$ cat src/pkg/rcc_defines.vh
// Constants for the reset cause controller
`ifndef RCC_DEFINES_VH
`define RCC_DEFINES_VH
`define RCC_ADDR_FLAGS 4'h0
`define RCC_ADDR_CTRL 4'h1
`define RCC_ADDR_STAT 4'h2
`define RCC_BIT_POWERON 0
`define RCC_BIT_BROWNOUT 1
`define RCC_BIT_WDOG 4
`define RCC_BIT_SOFT 6
`define RCC_BIT_PIN 7
`define RCC_BIT_MISMATCH 9
`define RCC_BIT_ILLEGAL 14
`define RCC_BIT_TRAP 15
`define RCC_FLAGS_MASK 16'hC2D3
`define RCC_FLAGS_POR 16'h0001
`define RCC_CLK_HZ 20000000
`define RCC_BOR_EXT_US 100
`define RCC_BOR_EXT_CYC ((`RCC_BOR_EXT_US * (`RCC_CLK_HZ / 1000000)))
`define RCC_PIN_MIN_NS 2000
`define RCC_PIN_MIN_CYC ((`RCC_PIN_MIN_NS + 49) / 50)
`define RCC_POWERUP_TIMER_MAX_MS 128
`define RCC_CYC_PER_MS (`RCC_CLK_HZ / 1000)
`define RCC_ILLEGAL_OPC 8'h3F
`define RCC_NUM_WREG 16
`define RCC_RESET_VECTOR 24'h000000
`endif

$ cat src/rtl/rcc_top.v
// Reset merging and cause recording for the controller core
`include "rcc_defines.vh"
module rcc_top #(
  parameter POWERUP_TIMER_UNIT_CYC = `RCC_CYC_PER_MS,
  parameter BOR_EXT_CYC = `RCC_BOR_EXT_CYC,
  parameter PIN_MIN_CYC = `RCC_PIN_MIN_CYC
) (
  input wire i_sys_clk,
  input wire i_arst_n,
  input wire i_ce,
  input wire i_por_event,
  input wire i_brownout_low,
  input wire [2:0] i_powerup_delay_select,
  input wire i_master_clear_pin_n,
  input wire i_soft_reset_exec,
  input wire i_watchdog_expire,
  input wire i_sleep_or_idle,
  input wire i_power_save_exec,
  input wire i_watchdog_clear_exec,
  input wire i_trap_active,
  input wire [3:0] i_trap_level,
  input wire i_trap_req,
  input wire [15:0] i_pinsel_live,
  input wire [15:0] i_pinsel_shadow,
  input wire i_exec_valid,
  input wire [7:0] i_exec_opc_hi,
  input wire i_ptr_use,
  input wire [3:0] i_ptr_idx,
  input wire i_wreg_wr,
  input wire [3:0] i_wreg_wr_idx,
  input wire i_flow_change,
  input wire i_flow_restricted,
  input wire i_clock_ready,
  input wire [3:0] i_addr,
  input wire [15:0] i_wdata,
  input wire i_wr,
  input wire i_rd,
  output reg [15:0] o_rdata,
  output reg o_system_reset_line,
  output reg o_cold_reset,
  output reg o_wake,
  output reg o_fetch_start,
  output reg [23:0] o_fetch_addr
);
  // Powerup table in ms, eight settings
  function [7:0] rcc_powerup_timer_ms;
    input [2:0] sel;
    begin
      case (sel)
        3'h0: rcc_powerup_timer_ms = 8'h00;
        3'h1: rcc_powerup_timer_ms = 8'h02;
        3'h2: rcc_powerup_timer_ms = 8'h04;
        3'h3: rcc_powerup_timer_ms = 8'h08;
        3'h4: rcc_powerup_timer_ms = 8'h10;
        3'h5: rcc_powerup_timer_ms = 8'h20;
        3'h6: rcc_powerup_timer_ms = 8'h40;
        default: rcc_powerup_timer_ms = 8'h80;
      endcase
    end
  endfunction

  localparam ST_RUN = 3'h1;
  localparam ST_BOR = 3'h2;
  localparam ST_POWERUP_TIMER = 3'h4;

  reg [2:0] state_q;
  reg [31:0] cnt_q;
  reg [7:0] ms_q;
  reg [31:0] pin_cnt_q;
  reg [2:0] pin_sync_q;
  reg pin_low_q;
  reg pin_rst_q;
  reg por_seen_q;
  reg [15:0] flags_q;
  reg wd_async_q;
  reg pulse_rst_q;
  wire ptr_valid;
  wire [31:0] powerup_timer_target;

  assign powerup_timer_target = POWERUP_TIMER_UNIT_CYC;

  // Power-on seen marker; async reset counts as power-on
  always @(posedge i_sys_clk or negedge i_arst_n) begin
    if (!i_arst_n) begin
      por_seen_q <= 1'b1;
    end else if (i_ce) begin
      por_seen_q <= i_por_event;
    end
  end

  // Brown-out extension then power-up timer; restart on every recovery
  always @(posedge i_sys_clk or negedge i_arst_n) begin
    if (!i_arst_n) begin
      state_q <= ST_BOR;
      cnt_q <= 32'h0;
      ms_q <= 8'h00;
    end else if (i_ce) begin
      if (i_brownout_low || i_por_event) begin
        state_q <= ST_BOR;
        cnt_q <= 32'h0;
        ms_q <= 8'h00;
      end else begin
        case (state_q)
          ST_BOR: begin
            if (cnt_q >= BOR_EXT_CYC - 1) begin
              state_q <= ST_POWERUP_TIMER;
              cnt_q <= 32'h0;
              ms_q <= 8'h00;
            end else begin
              cnt_q <= cnt_q + 32'h1;
            end
          end
          ST_POWERUP_TIMER: begin
            if (ms_q >= rcc_powerup_timer_ms(i_powerup_delay_select)) begin
              state_q <= ST_RUN;
            end else if (cnt_q >= powerup_timer_target - 1) begin
              cnt_q <= 32'h0;
              ms_q <= ms_q + 8'h01;
            end else begin
              cnt_q <= cnt_q + 32'h1;
            end
          end
          ST_RUN: state_q <= ST_RUN;
          default: state_q <= ST_BOR;
        endcase
      end
    end
  end

  // Pin passes three flops; a change counts when second and third agree
  always @(posedge i_sys_clk or negedge i_arst_n) begin
    if (!i_arst_n) begin
      pin_sync_q <= 3'h7;
      pin_low_q <= 1'b0;
    end else if (i_ce) begin
      pin_sync_q <= {pin_sync_q[1:0], i_master_clear_pin_n};
      if (pin_sync_q[1] == pin_sync_q[2]) begin
        pin_low_q <= ~pin_sync_q[2];
      end
    end
  end

  // Minimum width qualifier rejects glitches shorter than the limit
  always @(posedge i_sys_clk or negedge i_arst_n) begin
    if (!i_arst_n) begin
      pin_cnt_q <= 32'h0;
      pin_rst_q <= 1'b0;
    end else if (i_ce) begin
      if (!pin_low_q) begin
        pin_cnt_q <= 32'h0;
        pin_rst_q <= 1'b0;
      end else if (pin_cnt_q >= PIN_MIN_CYC - 1) begin
        pin_rst_q <= 1'b1;
      end else begin
        pin_cnt_q <= pin_cnt_q + 32'h1;
      end
    end
  end

  // Event decode for warm sources
  wire run = (state_q == ST_RUN);
  wire ev_soft = run && i_soft_reset_exec;
  wire ev_wd_rst = i_watchdog_expire && !i_sleep_or_idle;
  wire ev_trap = i_trap_active && i_trap_req &&
                 (i_trap_level >= 4'hD) && (i_trap_level <= 4'hF);
  wire ev_mism = (i_pinsel_live != i_pinsel_shadow);
  wire ev_opc = i_exec_valid && (i_exec_opc_hi == `RCC_ILLEGAL_OPC);
  wire ev_uninit = i_ptr_use && !ptr_valid;
  wire ev_sec = i_flow_change && i_flow_restricted;
  wire ev_ill = run && (ev_opc || ev_uninit || ev_sec);
  wire ev_pulse = ev_soft || (run && (ev_trap || ev_mism)) || ev_ill;

  // One-cycle reset pulse for instruction and fault sources
  always @(posedge i_sys_clk or negedge i_arst_n) begin
    if (!i_arst_n) begin
      pulse_rst_q <= 1'b0;
      wd_async_q <= 1'b0;
    end else if (i_ce) begin
      pulse_rst_q <= ev_pulse;
      wd_async_q <= ev_wd_rst && run;
    end
  end

  // Working register valid tracking, cleared by every system reset except the top register
  rcc_wreg_valid #(
    .N(`RCC_NUM_WREG)
  ) u_wreg (
    .i_sys_clk(i_sys_clk),
    .i_arst_n(i_arst_n),
    .i_ce(i_ce),
    .i_clear(o_system_reset_line),
    .i_wr_en(i_wreg_wr),
    .i_wr_idx(i_wreg_wr_idx),
    .i_rd_idx(i_ptr_idx),
    .o_valid(ptr_valid)
  );

  // Cause flags; hardware set wins over software write in same cycle
  wire wr_flags = i_wr && (i_addr == `RCC_ADDR_FLAGS);
  reg [15:0] flags_d;
  reg [15:0] set_v;
  always @* begin
    set_v = 16'h0000;
    set_v[`RCC_BIT_BROWNOUT] = i_brownout_low;
    set_v[`RCC_BIT_PIN] = pin_rst_q;
    set_v[`RCC_BIT_SOFT] = ev_soft;
    set_v[`RCC_BIT_WDOG] = i_watchdog_expire;
    set_v[`RCC_BIT_TRAP] = ev_trap && run;
    set_v[`RCC_BIT_MISMATCH] = ev_mism && run;
    set_v[`RCC_BIT_ILLEGAL] = ev_ill;
    flags_d = flags_q;
    if (wr_flags) begin
      flags_d = i_wdata & `RCC_FLAGS_MASK;
    end
    if (i_power_save_exec || i_watchdog_clear_exec || i_brownout_low) begin
      flags_d[`RCC_BIT_WDOG] = 1'b0;
    end
    if (i_brownout_low) begin
      flags_d = flags_d & ~(16'hC250 | 16'h0010);
    end
    flags_d = flags_d | set_v;
    if (por_seen_q) begin
      flags_d = `RCC_FLAGS_POR | 16'h0002;
    end
  end

  always @(posedge i_sys_clk or negedge i_arst_n) begin
    if (!i_arst_n) begin
      flags_q <= `RCC_FLAGS_POR | 16'h0002;
    end else if (i_ce) begin
      flags_q <= flags_d;
    end
  end

  // System reset merges all sources; watchdog term enters unregistered, line asserts next cycle
  wire rst_any = !run || pin_rst_q || pulse_rst_q || wd_async_q ||
                 (ev_wd_rst && run);
  always @(posedge i_sys_clk or negedge i_arst_n) begin
    if (!i_arst_n) begin
      o_system_reset_line <= 1'b1;
      o_cold_reset <= 1'b1;
      o_wake <= 1'b0;
    end else if (i_ce) begin
      o_system_reset_line <= rst_any;
      o_cold_reset <= !run; // Warm sources keep clock source
      o_wake <= i_watchdog_expire && i_sleep_or_idle;
    end
  end

  // Fetch from zero at reset release, only if clock is ready in that cycle
  always @(posedge i_sys_clk or negedge i_arst_n) begin
    if (!i_arst_n) begin
      o_fetch_start <= 1'b0;
      o_fetch_addr <= `RCC_RESET_VECTOR;
    end else if (i_ce) begin
      o_fetch_start <= o_system_reset_line && !rst_any && i_clock_ready;
      o_fetch_addr <= `RCC_RESET_VECTOR;
    end
  end

  // Read port, data one cycle after strobe, unmapped reads zero
  always @(posedge i_sys_clk or negedge i_arst_n) begin
    if (!i_arst_n) begin
      o_rdata <= 16'h0000;
    end else if (i_ce) begin
      if (i_rd) begin
        case (i_addr)
          `RCC_ADDR_FLAGS: o_rdata <= flags_q;
          `RCC_ADDR_STAT: o_rdata <= {11'h000, pin_low_q, o_cold_reset, state_q};
          default: o_rdata <= 16'h0000;
        endcase
      end else begin
        o_rdata <= 16'h0000;
      end
    end
  end
endmodule

$ cat src/rtl/rcc_wreg_valid.v
// Working register initialised flags
`include "rcc_defines.vh"
module rcc_wreg_valid #(
  parameter N = `RCC_NUM_WREG
) (
  input wire i_sys_clk,
  input wire i_arst_n,
  input wire i_ce,
  input wire i_clear,
  input wire i_wr_en,
  input wire [3:0] i_wr_idx,
  input wire [3:0] i_rd_idx,
  output reg o_valid
);
  reg [N-1:0] valid_q;
  genvar g;
  // Each register valid once written; top register always usable
  generate
    for (g = 0; g < N; g = g + 1) begin : g_v
      always @(posedge i_sys_clk or negedge i_arst_n) begin
        if (!i_arst_n) begin
          valid_q[g] <= (g == N - 1) ? 1'b1 : 1'b0;
        end else if (i_ce) begin
          if (i_clear && g != N - 1) begin
            valid_q[g] <= 1'b0;
          end else if (i_wr_en && i_wr_idx == g) begin
            valid_q[g] <= 1'b1;
          end
        end
      end
    end
  endgenerate
  // Registered read
  always @(posedge i_sys_clk or negedge i_arst_n) begin
    if (!i_arst_n) begin
      o_valid <= 1'b0;
    end else if (i_ce) begin
      o_valid <= valid_q[i_rd_idx];
    end
  end
endmodule

$ cat config.mk
export PLATFORM = sky130hd
export DESIGN_NAME = rcc_top
export DESIGN_NICKNAME = d
export VERILOG_FILES = /design/src/rtl/rcc_top.v /design/src/rtl/rcc_wreg_valid.v
export VERILOG_INCLUDE_DIRS = /design/src /design/src/pkg
export SDC_FILE = /design/constraint.sdc
export NUM_CORES = 1
export LEC_CHECK = 0
export ABC_AREA = 1
export BUFFER_PORTS_ARGS = -buffer_cell sky130_fd_sc_hd__buf_2
export CORE_ASPECT_RATIO = 1.5
export CORE_MARGIN = 2
export CORE_UTILIZATION = 50
export CTS_CLUSTER_DIAMETER = 80
export DETAILED_ROUTE_END_ITERATION = 8
export HOLD_SLACK_MARGIN = 0.05
export PLACE_DENSITY = 0.74
export SYNTH_ARGS = -nofsm -noshare
export SYNTH_HDL_FRONTEND = slang
export SYNTH_SLANG_ARGS = --single-unit
$ cat constraint.sdc
create_clock -name i_sys_clk -period 5.3 [get_ports i_sys_clk]
set_input_delay 0.795 -clock i_sys_clk [delete_from_list [all_inputs] [get_ports i_sys_clk]]
set_output_delay 0.795 -clock i_sys_clk [all_outputs]
set_load 0.02 [all_outputs]
* Yosys cells after proc, flatten, opt, wreduce, memory -nomap -nowiden
Index checks and enable logic that the tools add are counted.
Storage, ports and cells: flip-flop bits (word level) 135, latch bits 0, memory bits (writable) 0, ROM bits 0, input port bits 96, word-level logic and storage cells 225, memories kept 0
Operators by class: add/sub/neg operators 3, multiply operators 0, divide/modulo/power cells 0, magnitude comparators 7, equal/unequal tests 33, shifts and indexed selects 0, muxes and demuxes 60, bitwise logic cells 2, reduce and logical (&&, ||, !) cells 88
Operator list (count):
- 32-bit two-way mux | 6
- 32-bit by 1-bit adder with 32-bit output, second input constant | 2
- 16-bit two-way mux | 4
- 32-bit case mux with 2 select lines | 1
- 8-bit two-way mux | 7
- 8-bit case mux with 7 select lines | 1
- 2-bit AND reduction | 18
- 1-bit two-way mux | 34
- 32-bit by 11-bit greater-or-equal comparator with 1-bit output, second input constant | 1
- 32-bit by 15-bit greater-or-equal comparator with 1-bit output, second input constant | 1
- 32-bit by 6-bit greater-or-equal comparator with 1-bit output, second input constant | 1
- 1-bit logical AND | 32
- 16-bit case mux with 2 select lines | 1
- 2-bit nonzero test | 15
- 4-bit == test, second input constant | 7
- 4-bit by 3-bit == test with 1-bit output, second input constant | 4
- 16-bit inequality test | 1
- 16-bit bitwise OR | 1
- 8-bit case mux with 2 select lines | 1
- 3-bit == test, second input constant | 4
- 4-bit by 2-bit == test with 1-bit output, second input constant | 3
- 1-bit logical OR | 12
- 3-bit inequality test, second input constant | 4
- 3-bit by 2-bit == test with 1-bit output, second input constant | 3
- 21 further kinds | 29

* Depth between registers and ports, before layout
Gate-level depths: netlist of the first run.
depth after elaboration 9, depth in mapped cells 15, depth with buffers taken out 14

* Hierarchy
From an unflattened synthesis of the first run, not the netlist that was laid out.
Second synthesis, totals: cell total of the unflattened synthesis 900, area, all modules 6720.2 sq um
By module, submodules not included:
- rcc_top | instances 1, cells an instance 786, area an instance 5848.1 sq um
- rcc_wreg_valid | instances 1, cells an instance 114, area an instance 872.1 sq um

* Worst setup path before layout of the first run
OpenSTA, ideal clock, no wires.
path type input to register, from input i_powerup_delay_select[0], to register ms_q[3], arrival time 2.103 ns, path slack 3.080 ns, cell stages on the path 13, cell sequence inv_1 nand3_1 ha_1 nand2_1 nor3b_1 nor2_2 nand2_2 nand2_4 nand2_4 nor2_4 buf_6 nand2_1 nand2_1
Between the ends: word-level cells in the longest chain between the ends 8
Ends and longest elaborated chain:
- start: declaration | RTL line rcc_top.v:13 | input wire [2:0] i_powerup_delay_select,
- 3-bit == test (tied with other cells) | RTL line rcc_top.v:49 | case (sel)
- 8-bit case mux with 7 select lines (*) | RTL line rcc_top.v:49
- 8-bit two-way mux (*) | RTL line rcc_top.v:103 | case (state_q)
- 8-bit two-way mux (*) | RTL line rcc_top.v:98 | if (i_brownout_low || i_por_event) begin
- 8-bit two-way mux (*) | RTL line rcc_top.v:97 | end else if (i_ce) begin
- 8-bit greater-or-equal comparator (*) | RTL line rcc_top.v:114 | if (ms_q >= rcc_powerup_timer_ms(i_powerup_delay_select)) begin
- 3-bit inequality test (no source line) (*)
- 5-bit AND reduction (no source line) (*)
- end signal: assignment | RTL line rcc_top.v:118 | ms_q <= ms_q + 8'h01;
- end: declaration | RTL line rcc_top.v:68 | reg [7:0] ms_q;
Every way passes the cells marked *; elsewhere a longest branch is shown, timed or not. The select of a mux whose other input is x is not followed. A chain may end at the register's enable or synchronous reset.

* Worst setup path after layout of the first run
from input i_powerup_delay_select[1], to register ms_q[1]
Same word-level chain as after synthesis.

==> results of run 1 <==
registers in the layout, summed over array words and instances, names as in the netlist, 3 cells and up:
register	count
flags_q	8
cnt_q	32
ms_q	8
pin_sync_q	3
o_rdata	11
state_q	3
u_wreg.valid_q	15
pin_cnt_q	32
per-stage QoR:
stage                     instances  power (W)  hold slack, ns   util  area, um^2
after floorplan                 896    0.00117           0.449      -        6730
after global placement         1119    0.00124           0.461  0.554        7170
after detailed placement       1119    0.00125           0.463  0.554        7170
after CTS                      1151    0.00239           0.479  0.599        7760
after global routing           1151    0.00247           0.506  0.599        7760
final                          1151    0.00237           0.474  0.599        7760
kinds of logic (layout without fill, tap and decap cells):
group / after synthesis / in the layout / synth area share
buffers and inverters: 186 / 282 / 0.126
AO/OA/AOI/OAI: 83 / 83 / 0.0691
flip-flops: 122 / 122 / 0.461
AND/OR/NAND/NOR: 451 / 451 / 0.297
adder cells (fa/ha/maj): 10 / 10 / 0.0188
XOR/XNOR: 20 / 20 / 0.0264
other: 1 / 24 / 0.000565
placed cells by master, fill, tap and decap left out, types with 2 or more instances in the layout:
cell	count
nor3_1	19
o211ai_1	4
xor2_1	7
inv_6	5
nand2_2	6
clkbuf_16	17
xnor2_1	13
nand2_4	3
nand3b_1	2
a21oi_1	36
dfstp_2	9
nand2_1	194
ha_1	10
inv_2	3
buf_4	4
nor2_4	3
nor3b_1	3
buf_2	106
o21ai_1	2
clkinv_4	5
nand3_1	66
dfrtp_1	113
inv_1	137
clkinv_2	2
bufinv_16	2
nand4_1	29
nor2_1	119
conb_1	24
o31ai_1	6
nor2_2	2
o21ai_0	30
layout make-up:
type / count / area, um^2 / share of cell area
well taps: 159 / 199 / 0.0256
repair buffers: 110 / 561 / 0.0722
multi-input cells: 588 / 2830 / 0.364
inverters: 140 / 526 / 0.0677
clock inverters: 15 / 165 / 0.0213
clock buffers: 17 / 425 / 0.0548
flip-flops and latches: 122 / 3060 / 0.395
cells in the mapped netlist:
| master | instances | area share |
|---|---|---|
| buf_4 | 33 | 0.037 |
| o21ai_0 | 30 | 0.023 |
| nor4_1 | 1 | 0.00094 |
| nand2_1 | 194 | 0.11 |
| a211oi_1 | 1 | 0.0011 |
| xor2_1 | 7 | 0.0092 |
| nor3_1 | 19 | 0.014 |
| nand2_4 | 3 | 0.0051 |
| clkbuf_2 | 1 | 0.00075 |
| dfrtp_1 | 113 | 0.43 |
| buf_1 | 4 | 0.0023 |
| buf_2 | 1 | 0.00075 |
| dfstp_2 | 9 | 0.036 |
| nor2_2 | 2 | 0.0019 |
| a21oi_1 | 36 | 0.027 |
| buf_6 | 2 | 0.0034 |
| xnor2_1 | 13 | 0.017 |
| inv_1 | 137 | 0.077 |
| nor2_4 | 3 | 0.0051 |
| a31oi_1 | 1 | 0.00094 |
| nor2_1 | 119 | 0.067 |
| nand3_1 | 66 | 0.050 |
| nand3_2 | 1 | 0.0015 |
| conb_1 | 1 | 0.00056 |
| o21ai_1 | 2 | 0.0015 |
| a21oi_4 | 1 | 0.0024 |
| nand4_1 | 29 | 0.027 |
| nand3b_1 | 2 | 0.0023 |
| ha_1 | 10 | 0.019 |
| o22ai_1 | 1 | 0.00094 |
| inv_2 | 3 | 0.0017 |
| a22oi_1 | 1 | 0.0011 |
| nor3b_1 | 3 | 0.0034 |
| nand2_2 | 6 | 0.0057 |
| o31ai_1 | 6 | 0.0068 |
| nor3_2 | 1 | 0.0015 |
| o211ai_1 | 4 | 0.0045 |
| or2_2 | 1 | 0.00094 |
| clkbuf_1 | 5 | 0.0028 |
| and3_1 | 1 | 0.00094 |
power breakdown:
part | switching, W | total, W | internal, W
registers | 0.0000271 | 0.000991 | 0.000964
logic | 0.000161 | 0.000239 | 0.0000771
clock network | 0.000440 | 0.00114 | 0.000700
per-layer routing:
layer	up-vias	global-route usage	part of all wire	wire (um)
met5	-	0	0.00087	13
met4	2	0.0972	0.033	490
met3	37	0.0501	0.040	600
met2	133	0.375	0.52	7720
met1	2719	0.249	0.41	6100
li1	2915	-	-	-
path summary, 6_finish.rpt:
path | end | slack, ns | cells after the start
min in group asynchronous | o_rdata[6] | 0.58 | 1
setup / recovery | ms_q[1] | 2.65 | 11
hold reg to reg | o_rdata[9] | 0.47 | 2
hold / removal | o_rdata[9] | 0.47 | 2
setup reg to reg | ms_q[1] | 2.83 | 9
max in group asynchronous | cnt_q[29] | 3.69 | 2
tightest hold or removal path: cells and delay by family, from the launching register on:
kind,cells,cell delay (ns)
AO/OA/AOI/OAI,1,0.05
flip-flops,1,0.34
AND/OR/NAND/NOR,1,0.05
==> flow_summary_export.csv, run 1 <==
group,metric,value,unit
critical_path,crit_path_max_fanout,28,
logic_synthesis,ys_seq_area_frac,0.461,
global_route,grt_pass1_wl,25000,um
routing,viasPerCell,5.04,
sta,period_needed,2.65,ns
floorplan,io_pins,140,
status,outcome,"completed",
critical_path,startpoint,"i_powerup_delay_select[1]",
global_route,grtUsageTotal,0.215,
logic_synthesis,ys_ff_latch,122,
critical_path,cpMaxStageDelayCell,"a21oi_4",
sta,rsz0062_at_grt,"no",
routing,ant_nets,0,
routing,routedWlPerCell,13.0,um
sta,hold_viol,0,
sta,tns,0,ns
sta,fin_skew,0.00645,ns
hold_path,worstHoldPathType,"reg -> reg",
critical_path,crit_family,"simple AND/OR/NAND/NOR gates",
sta,tightest_slew,1.10,ns
clock_network,cts_hold_buf,0,
routing,vias,5806,
hold_path,min_from,"o_rdata[9]",
logic_synthesis,avgSynthCellArea,7.61,um^2
critical_path,r2r-start,"ms_q[7]",
critical_path,crit_path_end_kind,"flip-flop",
pwr,p_per_area,305,nW/um^2
finish,fill_cells,1208,
routing,firstDrtPassIters,5,
clock_network,numCtsBuffers,17,
sta,fmax,377,MHz
global_route,grt_pass1_vias,5545,
finish,area_delta_synth_final,16.9,%
routing,route.detailed.drc,0,
finish,final_layout_size_suffix_gt1_frac,0.173,
global_route,grt_antenna_before_repair,1,
sta,slew_headroom,0.268,
sta,finalMaxSlewViolations,0,
place,dp_hpwl,10900,um
logic_synthesis,syn_area,6640,um^2
logic_synthesis,ys_types,40,
floorplan,dieArea,14200,um^2
logic_synthesis,ys.warnings.count,0,
floorplan,core.rowCount,51,
flow_run,drv_cap,0,
sta,fin_crit_sh,0.501,
pwr,ir_drop,184,uV
finish,nNetsFinal,1085,
place,numPortBuffers,107,
global_route,grt-ovfl-total,0,
clock_network,cts_htree_levels,4,
clock_network,clkTransAtPathRegs,0.06,ns
place,place_ws,2.18,ns
sta,setup_viol,0,
clock_network,clock-sinks,122,
routing,drt-total-wl,14900,um
critical_path,crit_arrival,2.95,ns
routing,drt_iter0_drc,249,
place,place_congestion,0.867,
floorplan,fp.coreArea,13000,um^2
critical_path,crit_required,5.60,ns
logic_synthesis,syn_inst,873,
clock_network,postCtsSetupRepairBufs,0,
floorplan,start_util,0.513,
clock_network,cts_root_buf,"clkbuf_16",
clock_network,clk_path_buf_depth,2,
critical_path,critPathKind,"in -> reg",
critical_path,slowest_delay,0.62,ns
finish,num_antenna_cells,0,
floorplan,die_w,98.1,um
critical_path,start_kind,"primary input",
floorplan,die_y,145,um
clock_network,cts_resized,0,
critical_path,worst-path-buf-inv,1,
clock_network,tritoncts,"yes",
clock_network,insertion_delay,0.41,ns
global_route,grt_max_degree,89,
sta,setup_ws,2.65,ns
pwr,power_leakage,4.06,nW
critical_path,path_cells,"buf_2, nand3_1, ha_1, a21oi_1, nand3_2, nor2_2, nand2_2, a21oi_4, nand2_2, nand2_1, nand2_1",
Note: power is estimated with default switching activity, not from simulation.
==> run 2, diff against run 1 <==
- PLACE_DENSITY: 0.74 -> 0.77
- clock period: 5.3 -> 2.3 ns (I/O delays scaled with it)
==> run 2 against run 1 <==
  * Global-route usage increased by 0.31 points
  * Clock skew increased by 0.0052 ns
  * Critical path depth decreased by 1
  * Via count about the same
  * Power increased by 130%
  * Sequential cell count unchanged
  * Clock power increased by 130%
  * Routed wire length decreased by 0.60%
  * Sequential share of layout area decreased by 0.62 points
  * First-iteration DRC count decreased by 0.80%
  * Combinational power increased by 140%
  * Non-clock buffer count increased by 10
  * Critical path type is now reg -> reg
==> flow_summary_export.csv, run 2 (synthesized netlist as in run 1, its figures left out) <==
group,metric,value,unit
pwr,p_sw_frac,0.252,
floorplan,io_pins,140,
clock_network,cts_htree_levels,4,
routing,routedWlPerCell,12.8,um
critical_path,crit_arrival,2.33,ns
finish,num_antenna_cells,0,
routing,drt_iter0_drc,247,
place,placed_cell_area,7280,um^2
sta,hold_viol,0,
critical_path,r2r_slack,0.33,ns
place,numPortBuffers,107,
sta,fin_skew,0.0116,ns
global_route,grt_max_degree,51,
critical_path,slowest_delay,0.40,ns
finish,final_cell_mix,"194 x nand2_1, 137 x inv_1, 119 x nor2_1, 113 x dfrtp_1, 106 x buf_2",
flow_run,drv_cap,0,
hold_path,min_from,"i_master_clear_pin_n",
place,dp_hpwl,11000,um
routing,route.detailed.drc,0,
finish,final_layout_size_suffix_gt1_frac,0.180,
pwr,power_leakage,4.12,nW
finish,nNetsFinal,1095,
sta,fmax,507,MHz
critical_path,critPathKind,"reg -> reg",
pwr,seqPwrFrac,0.414,
critical_path,crit_path_max_fanout,13,
critical_path,worst-path-buf-inv,0,
place,place_ws,0.156,ns
floorplan,die_y,145,um
finish,area_delta_synth_final,18.8,%
routing,vias,5805,
pwr,ir_drop,409,uV
sta,worst_hold_slack,0.161,ns
finish,multi_input_area,2830,um^2
critical_path,start_kind,"flip-flop",
floorplan,dieArea,14200,um^2
pwr,comb_power_share,0.105,
clock_network,clkTransAtPathRegs,0.06,ns
routing,ant_nets,0,
floorplan,die_w,98.1,um
sta,setup_viol,0,
clock_network,clk_path_buf_depth,2,
pwr,p_per_area,699,nW/um^2
critical_path,path_cells,"ha_1, a21oi_1, nand3_2, nor2_2, nand2_2, nand2_4, nand2_4, nor2_4, nand2_1, nand2_1",
pwr,p_clk_frac,0.482,
place,placedCellCount,1128,
finish,stdcell_count,1161,
finish,largestRegisters,"cnt_q: 32 flops, pin_cnt_q: 32 flops, u_wreg.valid_q: 15 flops",
routing,drt-total-wl,14800,um
finish,seq_area,3060,um^2
sta,finalMaxSlewViolations,0,
global_route,grt_pass1_vias,5651,
global_route,grt-ovfl-total,0,
hold_path,whs_path_depth,3,
critical_path,r2r-start,"ms_q[7]",
clock_network,clock-sinks,122,
finish,final_common_cell,"nand2_1",
status,outcome,"completed",
floorplan,core.rowCount,51,
hold_path,worstHoldPathType,"in -> reg",
clock_network,cts_root_buf,"clkbuf_16",
finish,fill_cells,1160,
hold_path,min_delay_worst_endpoint,"pin_sync_q[0]",
sta,tns,0,ns
critical_path,ff2ff_path_depth,10,
critical_path,cpMaxStageDelayCell,"dfrtp_1",
pwr,p_switching,0.00139,W
clock_network,cts_resized,0,
critical_path,crit_required,2.65,ns
finish,final_area,7890,um^2
critical_path,crit_family,"simple AND/OR/NAND/NOR gates",
sta,period_needed,1.97,ns
clock_network,numCtsBuffers,17,
global_route,grtUsageTotal,0.218,
sta,fin_crit_sh,0.858,
pwr,internal_power,0.00413,W
clock_network,tritoncts,"yes",
floorplan,start_util,0.513,
critical_path,worstReg2RegEnd,"ms_q[2]",
clock_network,insertion_delay,0.42,ns
floorplan,fp.coreArea,13000,um^2
sta,setup_ws,0.327,ns
routing,firstDrtPassIters,5,
global_route,grt_pass1_wl,25500,um
place,place_congestion,0.926,
global_route,grt_antenna_before_repair,1,
routing,viasPerCell,5.00,
sta,rsz0062_at_grt,"no",
critical_path,startpoint,"ms_q[7]",
critical_path,crit_path_end_kind,"flip-flop",
run 2: cell count changes in the layout (fill, tap and decap cells not counted):
cell           before  now
dlygate4sd3_1       0    1
clkinv_4            5    1
buf_4               4   10
clkbuf_1            0    1
clkinvlp_4          1    3
clkinv_2            2    3
clkbuf_8            0    4
inv_6               5    1
buf_12              0    3
run 2: power groups by stage:
stage / Combinational (W) / Sequential (W) / Clock (W)
global route: 0.000655 / 0.00229 / 0.00280
global placement: 0.000564 / 0.00232 / 0
floorplan: 0.000388 / 0.00230 / 0
CTS: 0.000583 / 0.00228 / 0.00270
detailed placement: 0.000577 / 0.00232 / 0
finish: 0.000578 / 0.00228 / 0.00266
run 2: how the worst max path moves through the flow:
stage / to / slack (ns) / cells past startpoint
after floorplan: ms_q[3] / 0.53 / 13
after global placement: ms_q[5] / 0.20 / 12
after detailed placement: ms_q[2] / 0.16 / 12
after CTS: pin_cnt_q[18] / 0.31 / 8
after global routing: pin_cnt_q[18] / 0.16 / 8
final: ms_q[2] / 0.33 / 10
run 2: through the flow:
step	power, W	util
global placement	0.00288	0.562
detailed placement	0.00289	0.562
floorplan	0.00269	-
global route	0.00574	0.609
CTS	0.00556	0.609
finish	0.00552	0.609
run 2: layout make-up:
type / count / share of cell area
flip-flops and latches: 122 / 0.388
multi-input cells: 588 / 0.358
repair buffers: 120 / 0.0856
inverters: 140 / 0.0666
clock buffers: 22 / 0.0614
well taps: 159 / 0.0252
clock inverters: 10 / 0.0146
run 2: what timing repair did:
action,4_1_cts,5_1_grt
setup buffers,0,0
hold buffers,1,0
endpoints found under the hold margin,33,0
run 2: tightest hold or removal path: stages:
cell and delay, ns:
buf_2 0.08, nand2_1 0.04, o21ai_0 0.07
run 2: routing by layer:
metal,global-route usage,vias to the layer above,wire [um]
li1,-,2932,-
met1,0.254,2688,6060
met2,0.383,152,7740
met4,0.0854,2,349
met5,0,-,13
met3,0.0549,31,665
==> run 3, diff against run 2 <==
- clock period: 2.3 -> 1.7 ns (I/O delays scaled with it)
==> run 3 against run 2 <==
  * The flow now finishes with violations (negative setup slack)
  * Routed wire length rose by 8.2%
  * Sequential cell count unchanged
  * Global-route usage grew 1.2 points
  * Hold slack lost 0.077 ns
  * Power rose by 34%
  * First-iteration DRC count rose by 2.4%
  * Utilization grew 4.5 points
  * Non-clock buffer count increased by 46
  * Clock skew decreased by 0.0029 ns
  * Via count increased by 4.1%
  * Combinational power up 76%
  * Critical path depth rose by 1
  * Critical endpoint is now cnt_q[9]
  * Largest cell class unchanged
==> flow_summary_export.csv, run 3 (synthesized netlist as in run 1, its figures left out) <==
group,metric,value,unit
critical_path,cpMaxStageDelayCell,"dfrtp_1",
floorplan,fp.coreArea,13000,um^2
finish,final_layout_size_suffix_gt1_frac,0.257,
global_route,grt-ovfl-total,0,
global_route,grtUsageTotal,0.231,
finish,postLayoutCoreUtil,0.654,
sta,fin_skew,0.00869,ns
sta,hold_viol,0,
sta,rsz0062_at_grt,"yes",
sta,worst_hold_slack,0.0840,ns
status,outcome,"finished, violations left",
sta,fin_crit_sh,1.08,
pwr,ir_drop,771,uV
place,place_congestion,0.917,
place,numPortBuffers,107,
routing,drt-total-wl,16000,um
pwr,p_clk_frac,0.446,
routing,viasPerCell,5.01,
critical_path,crit_family,"simple AND/OR/NAND/NOR gates",
pwr,p_switching,0.00191,W
pwr,power.total,0.00739,W
clock_network,tritoncts,"yes",
critical_path,worst-path-buf-inv,3,
critical_path,critPathKind,"reg -> reg",
floorplan,die_y,145,um
global_route,grt_pass1_wl,26700,um
routing,routed-wl-met2,8820,um
routing,route.met3.wl,658,um
finish,largestRegisters,"cnt_q: 32 flops, pin_cnt_q: 32 flops, u_wreg.valid_q: 15 flops",
routing,topRoutingLayerUsed,"met4",
pwr,p_sw_frac,0.258,
routing,ant_nets,0,
floorplan,start_util,0.513,
clock_network,clock-sinks,122,
clock_network,cts_root_buf,"clkbuf_16",
global_route,grt_antenna_before_repair,0,
routing,route.detailed.drc,0,
sta,setup_ws,-0.139,ns
pwr,p_per_area,873,nW/um^2
finish,num_antenna_cells,0,
finish,area_delta_synth_final,27.5,%
flow_run,drv_cap,0,
finish,final_common_cell,"nand2_1",
floorplan,dieArea,14200,um^2
clock_network,insertion_delay,0.41,ns
clock_network,numCtsBuffers,17,
finish,final_cell_mix,"183 x nand2_1, 135 x inv_1, 113 x dfrtp_1, 106 x buf_2, 96 x nor2_1",
place,dp_hpwl,11700,um
routing,routedWlPerCell,13.3,um
global_route,grt_pass1_vias,5953,
critical_path,start_kind,"flip-flop",
sta,finalMaxSlewViolations,0,
clock_network,clkTransAtPathRegs,0.06,ns
clock_network,cts_htree_levels,4,
hold_path,worstHoldPathType,"in -> reg",
critical_path,path_cells,"ha_4, a21oi_4, nand3_2, nor2_4, nand2_4, a21oi_4, buf_12, buf_16, nand2_1, nand2_1, inv_1",
floorplan,die_w,98.1,um
critical_path,slowest_delay,0.41,ns
place,place_ws,-0.245,ns
pwr,power_leakage,4.39,nW
routing,drt_iter0_drc,253,
status,violations,"negative setup slack",
pwr,internal_power,0.00548,W
sta,fmax,544,MHz
finish,final_area,8470,um^2
critical_path,crit_path_max_fanout,6,
critical_path,crit_path_end_kind,"flip-flop",
global_route,grt_max_degree,55,
pwr,comb_power_share,0.138,
pwr,seqPwrFrac,0.415,
floorplan,io_pins,140,
sta,period_needed,1.84,ns
routing,drt-met1-wl,6200,um
routing,vias,6044,
place,placed_cell_area,7640,um^2
finish,nNetsFinal,1141,
critical_path,crit_required,2.01,ns
sta,setup_viol,38,
clock_network,clk_path_buf_depth,2,
floorplan,core.rowCount,51,
critical_path,crit_arrival,2.15,ns
routing,firstDrtPassIters,5,
==> run 3: cell count changes in the layout (fill, tap and decap cells not counted), moves of 4 or more <==
cell / previous run / this run
nand2_2: 6 / 13
nand2_1: 194 / 183
nand2_4: 3 / 7
buf_4: 10 / 48
nor2_1: 119 / 96
buf_12: 3 / 8
nor2_2: 2 / 24
==> run 3: worst paths after layout <==
kind | start | endpoint | slack (ns) | depth (start not counted)
max | ms_q[7] | cnt_q[9] | -0.14 | 11
max reg2reg | ms_q[7] | cnt_q[9] | -0.14 | 11
min in group asynchronous | i_arst_n | o_rdata[15] | 0.29 | 2
max in group asynchronous | i_arst_n | pin_cnt_q[12] | 0.82 | 3
min reg2reg | o_fetch_start | o_fetch_start | 0.48 | 2
min | i_watchdog_expire | o_wake | 0.08 | 3
==> run 3: metrics by stage <==
stage / setup TNS (ns) / cells
after floorplan: -0.0344 / 896
after global placement: -7.46 / 1167
after detailed placement: -9.05 / 1167
after CTS: -1.59 / 1203
after global routing: -6.96 / 1207
final: -4.12 / 1207
==> run 3: metal layers <==
metal	track usage	up-vias
met5	0	-
met1	0.262	2818
met2	0.414	173
met3	0.0458	27
li1	-	3026
met4	0.101	0
==> run 3: timing repair <==
action | 4_1_cts | 5_1_grt
endpoints found under the hold margin | 20 | 0
setup endpoints to repair | 40 | 73
gates resized for setup | 22 | 29
hold buffers | 1 | 0
setup buffers | 2 | 3
cloned | 1 | 1
pin swaps | 8 | 9
==> run 3: cell type report <==
type / instances / area [um^2]
clock buffers: 23 / 468
clock inverters: 9 / 75.1
flip-flops and latches: 122 / 3060
multi-input cells: 588 / 3020
well taps: 159 / 199
fillers: 1106 / 4480
repair buffers: 166 / 1120
inverters: 140 / 526
==> run 3: worst reg2reg max path, delay by kind of cell (launching register included) <==
family                   cells  cell delay [ns]
AO/OA/AOI/OAI                2             0.35
adder cells (fa/ha/maj)      1             0.25
buffers and inverters        3             0.28
flip-flops                   1             0.41
AND/OR/NAND/NOR              5             0.44
==> run 3: power groups by stage <==
stage | registers [W] | clock network (W) | logic, W
global route | 0.00308 | 0.00350 | 0.00113
finish | 0.00307 | 0.00330 | 0.00102
global placement | 0.00311 | 0 | 0.000904
detailed placement | 0.00312 | 0 | 0.000927
CTS | 0.00307 | 0.00336 | 0.000987
floorplan | 0.00312 | 0 | 0.000529
